--- src/core/perf_evt_pkg.sv ---
package perf_evt_pkg;
   // Event codes
   localparam logic [7:0] EVT_L2_REJECT    = 8'h30;
   localparam logic [7:0] EVT_L2_IDLE      = 8'h32;
   localparam logic [7:0] EVT_CYCLES       = 8'h3C;
   localparam logic [7:0] EVT_PREF_REQ     = 8'h4F;
   localparam logic [7:0] EVT_SNOOP_RESP   = 8'h77;
   localparam logic [7:0] EVT_SHARE_SNOOP  = 8'h78;
   localparam logic [7:0] EVT_BUS_IDLE     = 8'h7D;
   localparam logic [7:0] EVT_BUS_DRDY     = 8'h62;
   // Unit masks
   localparam logic [7:0] UM_CORE_CYC      = 8'h00;
   localparam logic [7:0] UM_REF_CYC       = 8'h01;
   localparam logic [7:0] UM_SERIAL_CYC    = 8'h02;
   localparam logic [7:0] UM_SHARE_SNOOP   = 8'h01;
   localparam logic [7:0] UM_ALL_AGENTS    = 8'h20;
   localparam logic [1:0] CORE_SPEC_ALL    = 2'h3;
   // Event-select field layout
   localparam int SEL_EVT_LSB  = 0;
   localparam int SEL_UM_LSB   = 8;
   localparam int SEL_SPEC_LSB = 14;
   localparam int SEL_EN_BIT   = 22;
   // Register map, byte addresses
   localparam logic [3:0] ADDR_SELECT  = 4'h0;
   localparam logic [3:0] ADDR_COUNT   = 4'h4;
   localparam logic [3:0] ADDR_STATUS  = 4'h8;
   localparam logic [31:0] SELECT_RST  = 32'h0000_0000;
   localparam logic [1:0] RESP_OKAY    = 2'h0;
   localparam logic [1:0] RESP_SLVERR  = 2'h2;
   localparam int CNT_W = 32;
endpackage : perf_evt_pkg

--- src/core/perf_event_counter_select.sv ---
// Local design decisions: register access over AXI4-Lite and the placing of the registers.
`timescale 1ns/1ps
// Notes on behaviour
// - Count only while core runs or is snooped.
// - Cycle events under 3CH stop when halted.
// - Bits 15:14 choose own core or both.
// - Value 11B counts shared condition from all cores.
// - Unit mask 20H counts all bus agents.
// - 30H counts second-level reject cycles.
// - 32H counts second-level idle request cycles.
// - 3C/00H counts active core clock cycles.
// - 3C/01H counts active bus clock cycles.
// - 3C/02H counts bus cycles, other core halted.
// - 4FH counts prefetch requests, retries included.
// - 78H/01H counts cross-core share snoops.
// - Share snoops use store port, may stall stores.
// - 7DH counts bus cycles with nothing pending.
// - 77H counts clean, hit, hit-modified responses.
module perf_event_counter_select
   import perf_evt_pkg::*;
(
   // Clock and reset
   input  wire logic        i_clk,
   input  wire logic        i_rst,
   // AXI4-Lite write address
   input  wire logic        i_awvalid,
   output logic             o_awready,
   input  wire logic [3:0]  i_awaddr,
   // AXI4-Lite write data
   input  wire logic        i_wvalid,
   output logic             o_wready,
   input  wire logic [31:0] i_wdata,
   input  wire logic [3:0]  i_wstrb,
   // AXI4-Lite write response
   output logic             o_bvalid,
   input  wire logic        i_bready,
   output logic [1:0]       o_bresp,
   // AXI4-Lite read address
   input  wire logic        i_arvalid,
   output logic             o_arready,
   input  wire logic [3:0]  i_araddr,
   // AXI4-Lite read data
   output logic             o_rvalid,
   input  wire logic        i_rready,
   output logic [31:0]      o_rdata,
   output logic [1:0]       o_rresp,
   // Core state, own core [0] and other core [1]
   input  wire logic [1:0]  i_core_running,
   input  wire logic [1:0]  i_core_snooped,
   // Bus clock tick, sampled on the core clock
   input  wire logic        i_bus_tick,
   // Event conditions and store request; two-bit ones own [0] and other [1]
   input  wire logic [1:0]  i_l2_reject,
   input  wire logic [1:0]  i_l2_idle,
   input  wire logic [1:0]  i_pref_req,
   input  wire logic [1:0]  i_share_snoop,
   input  wire logic [1:0]  i_bus_idle,
   input  wire logic [1:0]  i_bus_drdy,
   input  wire logic        i_bus_drdy_others,
   input  wire logic        i_snoop_resp,
   input  wire logic        i_store_req,
   // Data cache store port
   output logic             o_store_grant,
   output logic             o_snoop_port,
   // Counter view
   output logic [31:0]      o_count
);
   ////////////////////////////////////////////////////////////////////////
   logic [1:0] run_s, snp_s, rej_s, idl_s, prf_s, shs_s, bid_s, drd_s;
   logic       tick_s, oth_s, rsp_s, str_s;
   logic       tick_prev_q;

   perf_evt_sync #(.W(20)) u_sync (
      .i_clk   (i_clk),
      .i_rst   (i_rst),
      .i_async ({i_core_running, i_core_snooped, i_l2_reject, i_l2_idle, i_pref_req,
                 i_share_snoop, i_bus_idle, i_bus_drdy, i_bus_tick, i_bus_drdy_others,
                 i_snoop_resp, i_store_req}),
      .o_sync  ({run_s, snp_s, rej_s, idl_s, prf_s, shs_s, bid_s, drd_s, tick_s, oth_s,
                 rsp_s, str_s})
   );

   ////////////////////////////////////////////////////////////////////////
   // Register file
   logic [31:0] select_q, select_d;
   logic [31:0] count_q, count_d;
   logic        bvalid_q, bvalid_d;
   logic [1:0]  bresp_q, bresp_d;
   logic        rvalid_q, rvalid_d;
   logic [31:0] rdata_q, rdata_d;
   logic [1:0]  rresp_q, rresp_d;
   logic        aw_held_q, aw_held_d;
   logic [3:0]  awaddr_q, awaddr_d;
   logic        w_held_q, w_held_d;
   logic [31:0] wdata_q, wdata_d;
   logic [3:0]  wstrb_q, wstrb_d;

   function automatic logic [31:0] merge(input logic [31:0] old, input logic [31:0] nw,
                                         input logic [3:0] strb);
      logic [31:0] r;
      r = old;
      for (int i = 0; i < 4; i++) begin
         if (strb[i]) r[i*8 +: 8] = nw[i*8 +: 8];
      end
      return r;
   endfunction : merge

   logic [7:0] evt_code, umask;
   logic [1:0] spec;
   logic       enable;
   assign evt_code = select_q[SEL_EVT_LSB +: 8];
   assign umask    = select_q[SEL_UM_LSB +: 8];
   assign spec     = select_q[SEL_SPEC_LSB +: 2];
   assign enable   = select_q[SEL_EN_BIT];

   ////////////////////////////////////////////////////////////////////////
   // Event selection
   logic active, bus_edge, pick, hit, all_cores;
   logic [1:0] core_en;

   // Snooped cores stay active even if halted
   assign active   = run_s[0] | snp_s[0];
   assign bus_edge = tick_s & ~tick_prev_q;
   // Core attribution from the top unit-mask bits
   assign all_cores = (spec == CORE_SPEC_ALL);
   assign core_en   = all_cores ? 2'h3 : 2'h1;

   function automatic logic attr(input logic [1:0] src, input logic [1:0] en);
      return |(src & en);
   endfunction : attr

   always_comb begin
      pick = 1'b0;
      case (evt_code)
         EVT_L2_REJECT:   pick = attr(rej_s, core_en);
         EVT_L2_IDLE:     pick = attr(idl_s, core_en);
         EVT_PREF_REQ:    pick = attr(prf_s, core_en);
         EVT_SHARE_SNOOP: pick = (umask == UM_SHARE_SNOOP) & shs_s[0];
         EVT_BUS_IDLE:    pick = bus_edge & attr(bid_s, core_en);
         EVT_SNOOP_RESP:  pick = rsp_s;
         EVT_BUS_DRDY:    pick = attr(drd_s, core_en) | ((umask[5:0] == UM_ALL_AGENTS[5:0]) & oth_s);
         EVT_CYCLES: begin
            // Halted core never counts cycles, even when snooped
            case (umask[5:0])
               UM_CORE_CYC[5:0]:   pick = run_s[0];
               UM_REF_CYC[5:0]:    pick = run_s[0] & bus_edge;
               UM_SERIAL_CYC[5:0]: pick = run_s[0] & ~run_s[1] & bus_edge;
               default:            pick = 1'b0;
            endcase
         end
         default: pick = 1'b0;
      endcase
   end
   assign hit = enable & active & pick;

   ////////////////////////////////////////////////////////////////////////
   // Snoops take the store port; stores wait
   assign o_snoop_port  = shs_s[0];
   assign o_store_grant = str_s & ~shs_s[0];

   ////////////////////////////////////////////////////////////////////////
   // Bus slave
   logic wr_go, rd_go;
   assign o_awready = ~aw_held_q & ~bvalid_q;
   assign o_wready  = ~w_held_q & ~bvalid_q;
   assign o_arready = ~rvalid_q;
   assign wr_go = (aw_held_q | (i_awvalid & o_awready)) & (w_held_q | (i_wvalid & o_wready));
   assign rd_go = i_arvalid & o_arready;

   // Write beat: held copy if taken earlier, else the live bus
   logic [3:0]  wr_addr;
   logic [31:0] wr_data;
   logic [3:0]  wr_strb;
   assign wr_addr = aw_held_q ? awaddr_q : i_awaddr;
   assign wr_data = w_held_q ? wdata_q : i_wdata;
   assign wr_strb = w_held_q ? wstrb_q : i_wstrb;

   always_comb begin
      select_d  = select_q;
      count_d   = count_q;
      bvalid_d  = bvalid_q;
      bresp_d   = bresp_q;
      rvalid_d  = rvalid_q;
      rdata_d   = rdata_q;
      rresp_d   = rresp_q;
      aw_held_d = aw_held_q;
      awaddr_d  = awaddr_q;
      w_held_d  = w_held_q;
      wdata_d   = wdata_q;
      wstrb_d   = wstrb_q;
      if (i_awvalid & o_awready) begin
         aw_held_d = 1'b1;
         awaddr_d  = i_awaddr;
      end
      if (i_wvalid & o_wready) begin
         w_held_d = 1'b1;
         wdata_d  = i_wdata;
         wstrb_d  = i_wstrb;
      end
      // One step per qualifying cycle
      if (hit) count_d = count_q + 32'h1;
      if (wr_go) begin
         aw_held_d = 1'b0;
         w_held_d  = 1'b0;
         bvalid_d  = 1'b1;
         bresp_d   = RESP_OKAY;
         case (wr_addr)
            ADDR_SELECT: select_d = merge(select_q, wr_data, wr_strb);
            // Software write beats a same-cycle increment
            ADDR_COUNT:  count_d = merge(count_q, wr_data, wr_strb);
            ADDR_STATUS: bresp_d = RESP_OKAY;
            default:     bresp_d = RESP_SLVERR;
         endcase
      end
      if (bvalid_q & i_bready) bvalid_d = 1'b0;
      if (rd_go) begin
         rvalid_d = 1'b1;
         rresp_d  = RESP_OKAY;
         case (i_araddr)
            ADDR_SELECT: rdata_d = select_q;
            ADDR_COUNT:  rdata_d = count_q;
            ADDR_STATUS: rdata_d = {28'h0, run_s[1], run_s[0], snp_s[0], active};
            default: begin
               rdata_d = 32'h0;
               rresp_d = RESP_SLVERR;
            end
         endcase
      end else if (rvalid_q & i_rready) begin
         rvalid_d = 1'b0;
      end
   end

   always_ff @(posedge i_clk or posedge i_rst) begin
      if (i_rst) begin
         select_q    <= SELECT_RST;
         count_q     <= 32'h0;
         bvalid_q    <= 1'b0;
         bresp_q     <= RESP_OKAY;
         rvalid_q    <= 1'b0;
         rdata_q     <= 32'h0;
         rresp_q     <= RESP_OKAY;
         aw_held_q   <= 1'b0;
         awaddr_q    <= 4'h0;
         w_held_q    <= 1'b0;
         wdata_q     <= 32'h0;
         wstrb_q     <= 4'h0;
         tick_prev_q <= 1'b0;
      end else begin
         select_q    <= select_d;
         count_q     <= count_d;
         bvalid_q    <= bvalid_d;
         bresp_q     <= bresp_d;
         rvalid_q    <= rvalid_d;
         rdata_q     <= rdata_d;
         rresp_q     <= rresp_d;
         aw_held_q   <= aw_held_d;
         awaddr_q    <= awaddr_d;
         w_held_q    <= w_held_d;
         wdata_q     <= wdata_d;
         wstrb_q     <= wstrb_d;
         tick_prev_q <= tick_s;
      end
   end

   assign o_bvalid = bvalid_q;
   assign o_bresp  = bresp_q;
   assign o_rvalid = rvalid_q;
   assign o_rdata  = rdata_q;
   assign o_rresp  = rresp_q;
   assign o_count  = count_q;

   ////////////////////////////////////////////////////////////////////////
   // Checks
   property p_hold_inactive;
      @(posedge i_clk) disable iff (i_rst)
      (!active && !wr_go) |=> (count_q == $past(count_q));
   endproperty
   a_hold_inactive: assert property (p_hold_inactive) else $error("count moved while core inactive");

   property p_halt_no_cycles;
      @(posedge i_clk) disable iff (i_rst)
      (evt_code == EVT_CYCLES && !run_s[0] && !wr_go) |=> $stable(count_q);
   endproperty
   a_halt_no_cycles: assert property (p_halt_no_cycles) else $error("cycle event counted on halted core");

   property p_step_one;
      @(posedge i_clk) disable iff (i_rst)
      (hit && !wr_go) |=> (count_q == $past(count_q) + 32'h1);
   endproperty
   a_step_one: assert property (p_step_one) else $error("counter did not step by one");

   property p_core_cycles;
      @(posedge i_clk) disable iff (i_rst)
      (enable && evt_code == EVT_CYCLES && umask[5:0] == UM_CORE_CYC[5:0] && run_s[0] && !wr_go)
      |=> (count_q == $past(count_q) + 32'h1);
   endproperty
   a_core_cycles: assert property (p_core_cycles) else $error("core cycle missed");

   property p_ref_on_tick;
      @(posedge i_clk) disable iff (i_rst)
      (evt_code == EVT_CYCLES && umask[5:0] == UM_REF_CYC[5:0] && !bus_edge && !wr_go) |=> $stable(count_q);
   endproperty
   a_ref_on_tick: assert property (p_ref_on_tick) else $error("reference count off bus tick");

   property p_serial;
      @(posedge i_clk) disable iff (i_rst)
      (evt_code == EVT_CYCLES && umask[5:0] == UM_SERIAL_CYC[5:0] && run_s[1] && !wr_go) |=> $stable(count_q);
   endproperty
   a_serial: assert property (p_serial) else $error("serial cycles counted with other core running");

   property p_own_only;
      @(posedge i_clk) disable iff (i_rst)
      (enable && active && !all_cores && evt_code == EVT_L2_REJECT && !rej_s[0] && !wr_go) |=> $stable(count_q);
   endproperty
   a_own_only: assert property (p_own_only) else $error("other core counted without all-cores mask");

   property p_all_cores;
      @(posedge i_clk) disable iff (i_rst)
      (enable && active && all_cores && evt_code == EVT_L2_IDLE && idl_s[1] && !wr_go)
      |=> (count_q == $past(count_q) + 32'h1);
   endproperty
   a_all_cores: assert property (p_all_cores) else $error("shared condition missed with all-cores mask");

   property p_store_port;
      @(posedge i_clk) disable iff (i_rst)
      o_snoop_port |-> !o_store_grant;
   endproperty
   a_store_port: assert property (p_store_port) else $error("store granted during snoop");

   property p_snoop_resp;
      @(posedge i_clk) disable iff (i_rst)
      (enable && active && evt_code == EVT_SNOOP_RESP && rsp_s && !wr_go) |=> (count_q == $past(count_q) + 32'h1);
   endproperty
   a_snoop_resp: assert property (p_snoop_resp) else $error("snoop response missed");

   property p_bus_idle_tick;
      @(posedge i_clk) disable iff (i_rst)
      (evt_code == EVT_BUS_IDLE && !bus_edge && !wr_go) |=> $stable(count_q);
   endproperty
   a_bus_idle_tick: assert property (p_bus_idle_tick) else $error("bus idle counted off bus tick");

   property p_share_snoop;
      @(posedge i_clk) disable iff (i_rst)
      (enable && active && evt_code == EVT_SHARE_SNOOP && umask == UM_SHARE_SNOOP && shs_s[0] && !wr_go)
      |=> (count_q == $past(count_q) + 32'h1);
   endproperty
   a_share_snoop: assert property (p_share_snoop) else $error("share snoop missed");

   property p_drdy_agents;
      @(posedge i_clk) disable iff (i_rst)
      (enable && active && evt_code == EVT_BUS_DRDY && umask[5:0] == UM_ALL_AGENTS[5:0] && oth_s && !wr_go)
      |=> (count_q == $past(count_q) + 32'h1);
   endproperty
   a_drdy_agents: assert property (p_drdy_agents) else $error("other agent data ready missed");
endmodule : perf_event_counter_select

--- src/core/perf_evt_sync.sv ---
`timescale 1ns/1ps
module perf_evt_sync #(
   parameter int W = 1
) (
   input  wire logic         i_clk,
   input  wire logic         i_rst,
   input  wire logic [W-1:0] i_async,
   output logic      [W-1:0] o_sync
);
   logic [W-1:0] meta_q;
   logic [W-1:0] sync_q;
   // Two stages; first is read only by the second
   always_ff @(posedge i_clk or posedge i_rst) begin
      if (i_rst) begin
         meta_q <= '0;
         sync_q <= '0;
      end else begin
         meta_q <= i_async;
         sync_q <= meta_q;
      end
   end
   assign o_sync = sync_q;
endmodule : perf_evt_sync

--- config.mk ---
export PLATFORM = sky130hd
export DESIGN_NAME = perf_event_counter_select
export DESIGN_NICKNAME = d
export VERILOG_FILES = /design/src/core/perf_evt_pkg.sv /design/src/core/perf_event_counter_select.sv /design/src/core/perf_evt_sync.sv
export SDC_FILE = /design/constraint.sdc
export NUM_CORES = 1
export LEC_CHECK = 0
export BUFFER_PORTS_ARGS = -buffer_cell sky130_fd_sc_hd__buf_2
export CAP_MARGIN = 10
export CORE_MARGIN = 5
export CORE_UTILIZATION = 62
export CTS_BUF_LIST = sky130_fd_sc_hd__clkbuf_4
export DETAILED_ROUTE_END_ITERATION = 10
export PLACE_DENSITY = 0.89
export SLEW_MARGIN = 20
export SYNTH_ARGS = -nofsm -noshare
export SYNTH_HDL_FRONTEND = slang
export SYNTH_SLANG_ARGS = --single-unit
export TNS_END_PERCENT = 20
--- constraint.sdc ---
create_clock -name i_clk -period 8 [get_ports i_clk]
set_input_delay 0.8 -clock i_clk [delete_from_list [all_inputs] [get_ports i_clk]]
set_output_delay 0.8 -clock i_clk [all_outputs]
set_load 0.05 [all_outputs]
# Word level (Yosys, flattened, before mapping)
# Index checks and enable logic that the tools add are counted.
# totals
regBits	185
latchBits	0
ramBits	0
rom_bits	0
inputBits	71
out_inout_bits	75
word_cells	119
memories	0
# classes
add_sub_neg	1
mul	0
n_div	0
magnitude_cmp	0
n_eq_ne	21
shifts	0
n_mux	24
bitwise_logic	34
reduce_logical	18
# ops
cell	count
$mux W32	4
$pmux W32 S3	1
$eq A8 B7 Y1 const B	5
$add A32 B1 Y32 const B	1
$mux W8	4
$eq A8 B6 Y1 const B	3
$and A1 B1 Y1	18
$ne A3 B3 Y1 const B	4
$reduce_and A3 Y1	4
$and A2 B2 Y2	5
$reduce_or A2 Y1	5
$eq A4 B3 Y1 const B	2
$eq A4 B4 Y1 const B	2
$eq A8 B1 Y1 const B	1
$logic_not A4 Y1	2
$mux W1	8
$mux W4	2
$pmux W1 S8	1
$reduce_bool A2 Y1	4
$not A1 Y1	7
$eq A6 B1 Y1 const B	1
$eq A6 B2 Y1 const B	1
$eq A6 B6 Y1 const B	1
$logic_not A6 Y1	1
other kinds (5)	11

# Longest topological paths before layout
# Gate-level depths: netlist of the first run.
# logic_depth
word_depth	10
ltp_mapped	10
ltp_nobuf	7

# Hierarchy
# From an unflattened synthesis of the first run, not the netlist that was laid out.
# hier_totals
hier_cells	751
hier_area_um2	8518.2
# by_module_without_submodules
mod	n_inst	cells_per_inst	area_per_inst_um2
perf_event_counter_select	1	710	7513.5
perf_evt_sync	1	41	1004.7

# Worst setup path after synthesis of the first run
# Ideal clock, no wire load.
# synth_timing
kind	flip-flop to flip-flop
from	reg bvalid_q, in the netlist o_bvalid
to	reg wdata_q[0]
t_arrival_ns	2.583
path_slack_ns	5.292
path_stages_with_launch	6
path_buffers	2
path_cell_list	dfrtp_1 -> nor2_1 -> and2_1 -> clkbuf_1 -> buf_1 -> mux2_2
# synth_between
elab_chain_len	3
# synth_rtl
element	line	rtl
start, declared	perf_event_counter_select.sv:87	logic bvalid_q, bvalid_d;
start signal, assigned	perf_event_counter_select.sv:251	bvalid_q <= bvalid_d;
$not A1 Y1	perf_event_counter_select.sv:165	assign o_wready = ~w_held_q & ~bvalid_q;
$and A1 B1 Y1	perf_event_counter_select.sv:165	
net o_wready	perf_event_counter_select.sv:31	output logic o_wready,
$and A1 B1 Y1	perf_event_counter_select.sv:195	if (i_wvalid & o_wready) begin
end signal, assigned	perf_event_counter_select.sv:259	wdata_q <= wdata_d;
end, declared	perf_event_counter_select.sv:95	logic [31:0] wdata_q, wdata_d;
# The timed path passes the listed nets, and every way through them passes these cells.
# A chain may end at the register's enable or synchronous reset.

# Final worst setup path of the first run
# layout_timing
from	reg select_q[10]
to	reg count_q[1], in the netlist o_count[1]
# layout_between
elab_chain_len	8
elab_cells_between_ends	14
cone_classes	4 x eq/ne; 5 x mux; 4 x bitwise; 1 x reduce/logical
# layout_rtl
element	line	rtl
start, declared	perf_event_counter_select.sv:85	logic [31:0] select_q, select_d;
start signal, assigned	perf_event_counter_select.sv:249	select_q <= select_d;
$eq A6 B6 Y1	perf_event_counter_select.sv:141	EVT_BUS_DRDY: pick = attr(drd_s, core_en) | ((umask[5:0] == UM_ALL_AGENTS[5:0]) & oth_s);
$and A1 B1 Y1	perf_event_counter_select.sv:141	
$or A1 B1 Y1	perf_event_counter_select.sv:141	
$pmux W1 S8 (*)	perf_event_counter_select.sv:134	case (evt_code)
$and A1 B1 Y1 (*)	perf_event_counter_select.sv:154	assign hit = enable & active & pick;
$mux W32 (*)	perf_event_counter_select.sv:201	if (hit) count_d = count_q + 32'h1;
$mux W32	perf_event_counter_select.sv:207	case (wr_addr)
$mux W32 (*)	perf_event_counter_select.sv:202	if (wr_go) begin
end signal, assigned	perf_event_counter_select.sv:250	count_q <= count_d;
end, declared	perf_event_counter_select.sv:86	logic [31:0] count_q, count_d;
# Every way passes the cells marked *; elsewhere a longest branch is shown, timed or not.

==> reports/results.txt, run 1 <==
Outcome: finished clean
Clock sink count: 179
DRC errors left: 0
Leak: 4.03 nW
DR WL met2: 9150 um
Req. time, crit path: 8.49 ns
RSZ-0062 raised after global routing: no
Worst hold path type: primary input to flip-flop
Total CTS buffers: 17
Setup ws final: 4.58 ns
Mean number of vias per cell: 6.28
Final WL: 20,600 um
Number of flops mapped to enable cells by yosys: 0
Fin crit share: 42.8%
Count of different cell masters after synthesis: 65
CTS resizes: 0
Vias in the first global route: 6,410
Max clock buf depth: 2
Endpoints failing hold: 0
IO Pins: 146
H-tree depth: 4
Worst path arrival time: 3.91 ns
Synth Warn #: 0
Min Tclk post-route: 3.42 ns
DRT iter0 DRCs: 659
Die area: 0.0154 mm2
Max capacitance violation total: 0
Avg WL per Cell: 19.8 um
Actual slew at the worst max-slew pin: 1.14 ns
Highest routed layer: met4
Latest clock arrival within the worst-skew pair: 0.59 ns
WS Path Type: flip-flop to flip-flop
Initial antenna violation count: 0
Antenna viol nets, final: 0
Seq. cell area: 0.00448 mm2
Initial core utilization: 63.6%
Number of post-CTS setup repair buffers: 0
Via Count: 6,541
Fmax: 292 MHz
Synth Instances: 733
Worst r2r src: select_q[10]$_DFFE_PP0P_
CTS clk-pin slew, worst paths: 0.15 ns
R2R setup slack: 4.58 ns
Area occupied by multi-input gates: 0.00339 mm2
Fillers: 919
FF-to-FF path depth: 7
Die Height: 124 um
P per Cell Area: 354 mW/mm2
Final Max Tran Viols: 0
Commonest non-fill, non-tap cell in the layout: dfrtp_1
Layout cells sized above 1: 28.7%
Peak supply drop: 277 uV
Avg Cell Area, Syn: 11.0 um2
Number of setup violations in the final report: 0
Met1 Routed Length: 8770 um
CTS root buf: clkbuf_4
Setup slack after placement: 4.65 ns
End point of the worst hold path: u_sync.meta_q[10]$_DFF_PP0_
Met3 wire len: 2200 um
Hold Path Cell Cnt: 1
CTS Hold Bufs: 0
GRT overflow: 0
Fraction of registers with async set/reset: 100%
CTS tree: built
Worst Setup End Kind: flip-flop
Crit start category: flip-flop
Antenna cells: 0
GRT Total Usage: 27.1%
R2r endpoint: o_count[1]$_DFFE_PP0P_
Core Rows: 41
Commonest cells after routing, fill and taps aside: dfrtp_1, buf_2, nand2_1
Sequential area share after synthesis: 55.3%
Net count of the finished layout: 929
Worst Hold Launch: i_pref_req[0]
Largest net degree at the start of global routing: 108
Crit-path max FO: 22
Top FF cell, synth: dfrtp_1
Core area: 0.0127 mm2
Post-DP HPWL: 15,300 um
Die Wd: 124 um
Mapped Area: 0.00810 mm2
Total Neg Setup Slack: 0 ns
Clock Skew: 0.0201 ns
Placer Congestion: 0.895
First drt pass iteration count: 5
First-pass GRT wire length: 33,900 um
Slew headroom: 24.1%
P&R area growth vs syn: 13.9%
Synth Register Bits: 179
Port Buffers: 141
stage by stage:
stage          util, %  instance area, um2  hold slack [ns]  power (mW)  std cells
2_1_floorplan        -                8100            0.331        2.32        734
3_3_place_gp      69.8                8880            0.333        2.61       1010
3_5_place_dp      69.8                8880            0.335        2.68       1010
4_1_cts           72.5                9220            0.272        3.26       1042
5_1_grt           72.5                9220            0.253        3.43       1042
6_report          72.5                9220            0.302        3.27       1042
power by group:
group / total [mW] / switching [mW] / leakage (nW) / internal [mW]
clock network: 0.589 / 0.332 / 0.179 / 0.257
registers: 1.51 / 0.325 / 2.21 / 1.18
logic: 1.17 / 0.757 / 1.65 / 0.415
kinds of logic (layout without fill, tap and decap cells):
family	Yosys count	in the layout	synth area share (%)
other cells	1	2	0.0463
flops	179	179	55.3
compound gates	186	186	15.9
simple gates	224	224	13.6
buf+inv	52	188	2.94
xor+xnor	1	1	0.108
mux	89	89	11.9
fa+ha+maj	1	1	0.155
state kept, by name, indices dropped and copies added (netlist names):
| name | cells |
|---|---|
| o_rresp | 1 |
| u_sync.meta_q | 18 |
| o_bresp | 1 |
| awaddr_q | 4 |
| aw_held_q | 1 |
| select_q | 32 |
| o_count | 32 |
| tick_prev_q | 1 |
| wdata_q | 32 |
| o_bvalid | 1 |
| o_rvalid | 1 |
| o_rdata | 32 |
| w_held_q | 1 |
| u_sync.o_sync | 18 |
| wstrb_q | 4 |
worst max-delay path, stage by stage (launching register included):
cell	delay, ns
dfrtp_1	0.42
or3_1	0.43
or4_1	0.53
a211o_1	0.28
o311a_1	0.27
a211oi_4	0.87
nor2_1	0.19
a221o_1	0.34
cell type report:
type                    instances  share of cell area, %
well taps                     172                   2.33
repair buffers                147                   8.14
multi-input cells             503                   36.8
flip-flops and latches        179                   48.6
inverters                       9                  0.421
clock inverters                15                   2.33
clock buffers                  17                   1.38
layer usage:
layer	global-route usage (%)	vias up
met1	38.6	3163
met3	8.15	47
met5	0	-
met4	9.41	0
li1	-	2964
met2	39.9	367
how the worst max path moves through the flow:
stage,to,from
6_report,o_count[1]$_DFFE_PP0P_,select_q[10]$_DFFE_PP0P_
5_1_grt,o_count[26]$_DFFE_PP0P_,select_q[10]$_DFFE_PP0P_
4_1_cts,o_count[26]$_DFFE_PP0P_,select_q[10]$_DFFE_PP0P_
3_5_place_dp,o_count[1]$_DFFE_PP0P_,select_q[10]$_DFFE_PP0P_
3_3_place_gp,o_count[1]$_DFFE_PP0P_,select_q[10]$_DFFE_PP0P_
2_1_floorplan,aw_held_q$_DFFE_PP0P_,i_rst
cells in the mapped netlist (all sizes together), types with 8 or more instances:
| master | n | area share [%] |
|---|---|---|
| inv | 9 | 0.42 |
| nand4 | 8 | 0.62 |
| and2 | 9 | 0.73 |
| mux2i | 29 | 3.6 |
| nand3 | 13 | 0.80 |
| mux2 | 60 | 8.3 |
| nor2 | 51 | 2.4 |
| dfrtp | 179 | 55 |
| clkbuf | 27 | 1.3 |
| and3 | 10 | 0.77 |
| nand2b | 10 | 0.77 |
| o21ai | 50 | 3.1 |
| buf | 16 | 1.3 |
| nor3 | 18 | 1.1 |
| nand2 | 71 | 3.3 |
| a21oi | 27 | 1.7 |
| a211oi | 25 | 2.6 |
| a22oi | 32 | 3.0 |
Power figures use the tool's default switching activity.
==> run 2: changes to the inputs <==
--- a/config.mk
+++ b/config.mk
@@ -5,13 +5,14 @@
 export SDC_FILE = /design/constraint.sdc
 export NUM_CORES = 1
 export LEC_CHECK = 0
+export ABC_AREA = 1
 export BUFFER_PORTS_ARGS = -buffer_cell sky130_fd_sc_hd__buf_2
 export CAP_MARGIN = 10
 export CORE_MARGIN = 5
-export CORE_UTILIZATION = 62
+export CORE_UTILIZATION = 59
 export CTS_BUF_LIST = sky130_fd_sc_hd__clkbuf_4
 export DETAILED_ROUTE_END_ITERATION = 10
-export PLACE_DENSITY = 0.89
+export PLACE_DENSITY = 0.85
 export SLEW_MARGIN = 20
 export SYNTH_ARGS = -nofsm -noshare
 export SYNTH_HDL_FRONTEND = slang
==> constraint.sdc (replaced) <==
create_clock -name i_clk -period 3.4 [get_ports i_clk]
set_input_delay 0.34 -clock i_clk [delete_from_list [all_inputs] [get_ports i_clk]]
set_output_delay 0.34 -clock i_clk [all_outputs]
set_load 0.05 [all_outputs]
==> reports/results.txt, run 2 <==
Mean number of vias per cell: 5.48
Placer Congestion: 1.01
R2r endpoint: o_count[12]$_DFFE_PP0P_
DRT iter0 DRCs: 1,072
Met3 wire len: 2240 um
Fmax: 368 MHz
Final WL: 25,500 um
Final core utilization: 71.3%
GRT overflow: 0
FF-to-FF path depth: 8
Largest stage delay on the critical path: 0.80 ns
Via Count: 8,713
H-tree depth: 4
Largest net degree at the start of global routing: 70
Avg WL per Cell: 16.1 um
Top FF cell, synth: dfrtp_1
Die Height: 134 um
Count of different cell masters after synthesis: 37
Post-DP HPWL: 18,400 um
Slowest cell on crit path: dfrtp_2
Number of setup violations in the final report: 0
Die Wd: 134 um
CTS resizes: 0
Core Rows: 45
Area leader, netlist: dfrtp_1
Met1 Routed Length: 10,900 um
Mapped Area: 0.00908 mm2
Clock Skew: 0.0249 ns
Latest clock arrival within the worst-skew pair: 0.60 ns
Total Neg Setup Slack: 0 ns
Synth Register Bits: 179
Req. time, crit path: 3.94 ns
Die area: 0.0180 mm2
Worst Hold Launch: i_wdata[27]
Sequential area share after synthesis: 49.4%
Endpoints failing hold: 0
Worst hold path type: primary input to flip-flop
Antenna viol nets, final: 0
Worst Setup End Kind: flip-flop
DR WL met2: 11,900 um
Fraction of registers with async set/reset: 100%
Number of flops mapped to enable cells by yosys: 0
CTS tree: built
Total CTS buffers: 17
Initial antenna violation count: 1
Vias in the first global route: 8,222
WS Path Type: flip-flop to flip-flop
Highest routed layer: met4
Hold Path Cell Cnt: 3
Synth Instances: 1,205
Leak: 5.60 nW
Synth Warn #: 0
DRC errors left: 0
Worst path arrival time: 3.26 ns
Number of post-CTS setup repair buffers: 0
P per Cell Area: 790 mW/mm2
Net count of the finished layout: 1,459
Crit start category: flip-flop
Core area: 0.0151 mm2
Fin crit share: 79.9%
Clock sink count: 179
Commonest cells after routing, fill and taps aside: nand2_1, dfrtp_1, buf_2
Final Max Tran Viols: 0
Peak supply drop: 768 uV
Top-count cell post-synth: nand2_1
First drt pass iteration count: 6
Synth top area share: 49.4%
Actual slew at the worst max-slew pin: 0.963 ns
Area contributors post-synth: dfrtp_1, nand2_1, o21ai_0
Avg Cell Area, Syn: 7.53 um2
Slew headroom: 35.7%
Worst r2r src: w_held_q$_DFFE_PP0P_
Port Buffers: 141
Max capacitance violation total: 0
End point of the worst hold path: wdata_q[27]$_DFFE_PP0P_
Max clock buf depth: 2
CP dominant cell by count: nand2_1
GRT Total Usage: 29.0%
IO Pins: 146
First-pass GRT wire length: 41,300 um
Initial core utilization: 59.9%
Crit-path max FO: 38
Setup crit start: w_held_q$_DFFE_PP0P_
Commonest non-fill, non-tap cell in the layout: nand2_1
P&R area growth vs syn: 19.0%
R2R setup slack: 0.68 ns
Min Tclk post-route: 2.72 ns
Crit path cell chain: inv_1, nand2_1, nand2_2, nor2_4, inv_2, nor2_2, nand2_1, nand2_1
CTS root buf: clkbuf_4
RSZ-0062 raised after global routing: no
CTS Hold Bufs: 55
Outcome: finished clean
CTS clk-pin slew, worst paths: 0.15 ns
Top cells by count, synth: nand2_1, dfrtp_1, inv_1
Layout cells sized above 1: 15.6%
run 2: critical path: cells and delay by family, from the launching register on:
family | cells | cell delay [ns]
buffers and inverters | 2 | 0.64
AND/OR/NAND/NOR | 6 | 1.20
flip-flops | 1 | 0.80
run 2: power breakdown:
part / internal, mW / switching [mW] / leakage [nW]
registers: 2.81 / 0.726 / 2.14
clock network: 0.336 / 0.856 / 0.146
logic: 1.03 / 2.77 / 3.31
run 2: worst max path at each step:
stage,end,slack [ns],depth (start not counted)
detailed placement,o_count[9]$_DFFE_PP0P_,0.76,8
finish,o_count[12]$_DFFE_PP0P_,0.68,8
CTS,o_count[12]$_DFFE_PP0P_,0.74,8
global placement,o_count[12]$_DFFE_PP0P_,0.86,8
floorplan,aw_held_q$_DFFE_PP0P_,0.77,1
global route,o_count[1]$_DFFE_PP0P_,0.45,9
run 2: layer usage:
layer  vias to the layer above  track usage (%)
met2                       422             45.9
met1                      4073             40.8
met4                         0             8.37
met3                        46             6.19
met5                         -                0
li1                       4172                -
run 2: cells by family after synthesis:
group                      synth area share, %
AOI/OAI and AO/OA                         9.51
xor gates and xnor gates                  2.51
adders and majority gates                0.138
buffers and inverters                     7.86
DFF                                       49.4
muxes                                    0.469
other                                   0.0413
and+or+nand+nor                           30.1
run 2: final cells by class:
cell class	instances	area, um2
clock inverters	15	160
well taps	188	235
flip-flops and latches	179	4480
fillers	1256	4350
multi-input cells	847	3890
inverters	132	499
diodes	1	2.50
repair buffers	210	1400
clock buffers	17	128
run 2: through the flow:
stage / total power [mW] / hold WS (ns) / setup WS [ns] / instances / cell area, um2
floorplan: 6.18 / 0.331 / 0.765 / 1206 / 9080
global placement: 7.14 / 0.333 / 0.859 / 1500 / 9950
detailed placement: 7.25 / 0.335 / 0.765 / 1500 / 9950
CTS: 8.48 / 0.000416 / 0.739 / 1587 / 10800
global route: 9.10 / 0.00341 / 0.455 / 1589 / 10800
finish: 8.53 / 0.0258 / 0.682 / 1589 / 10800
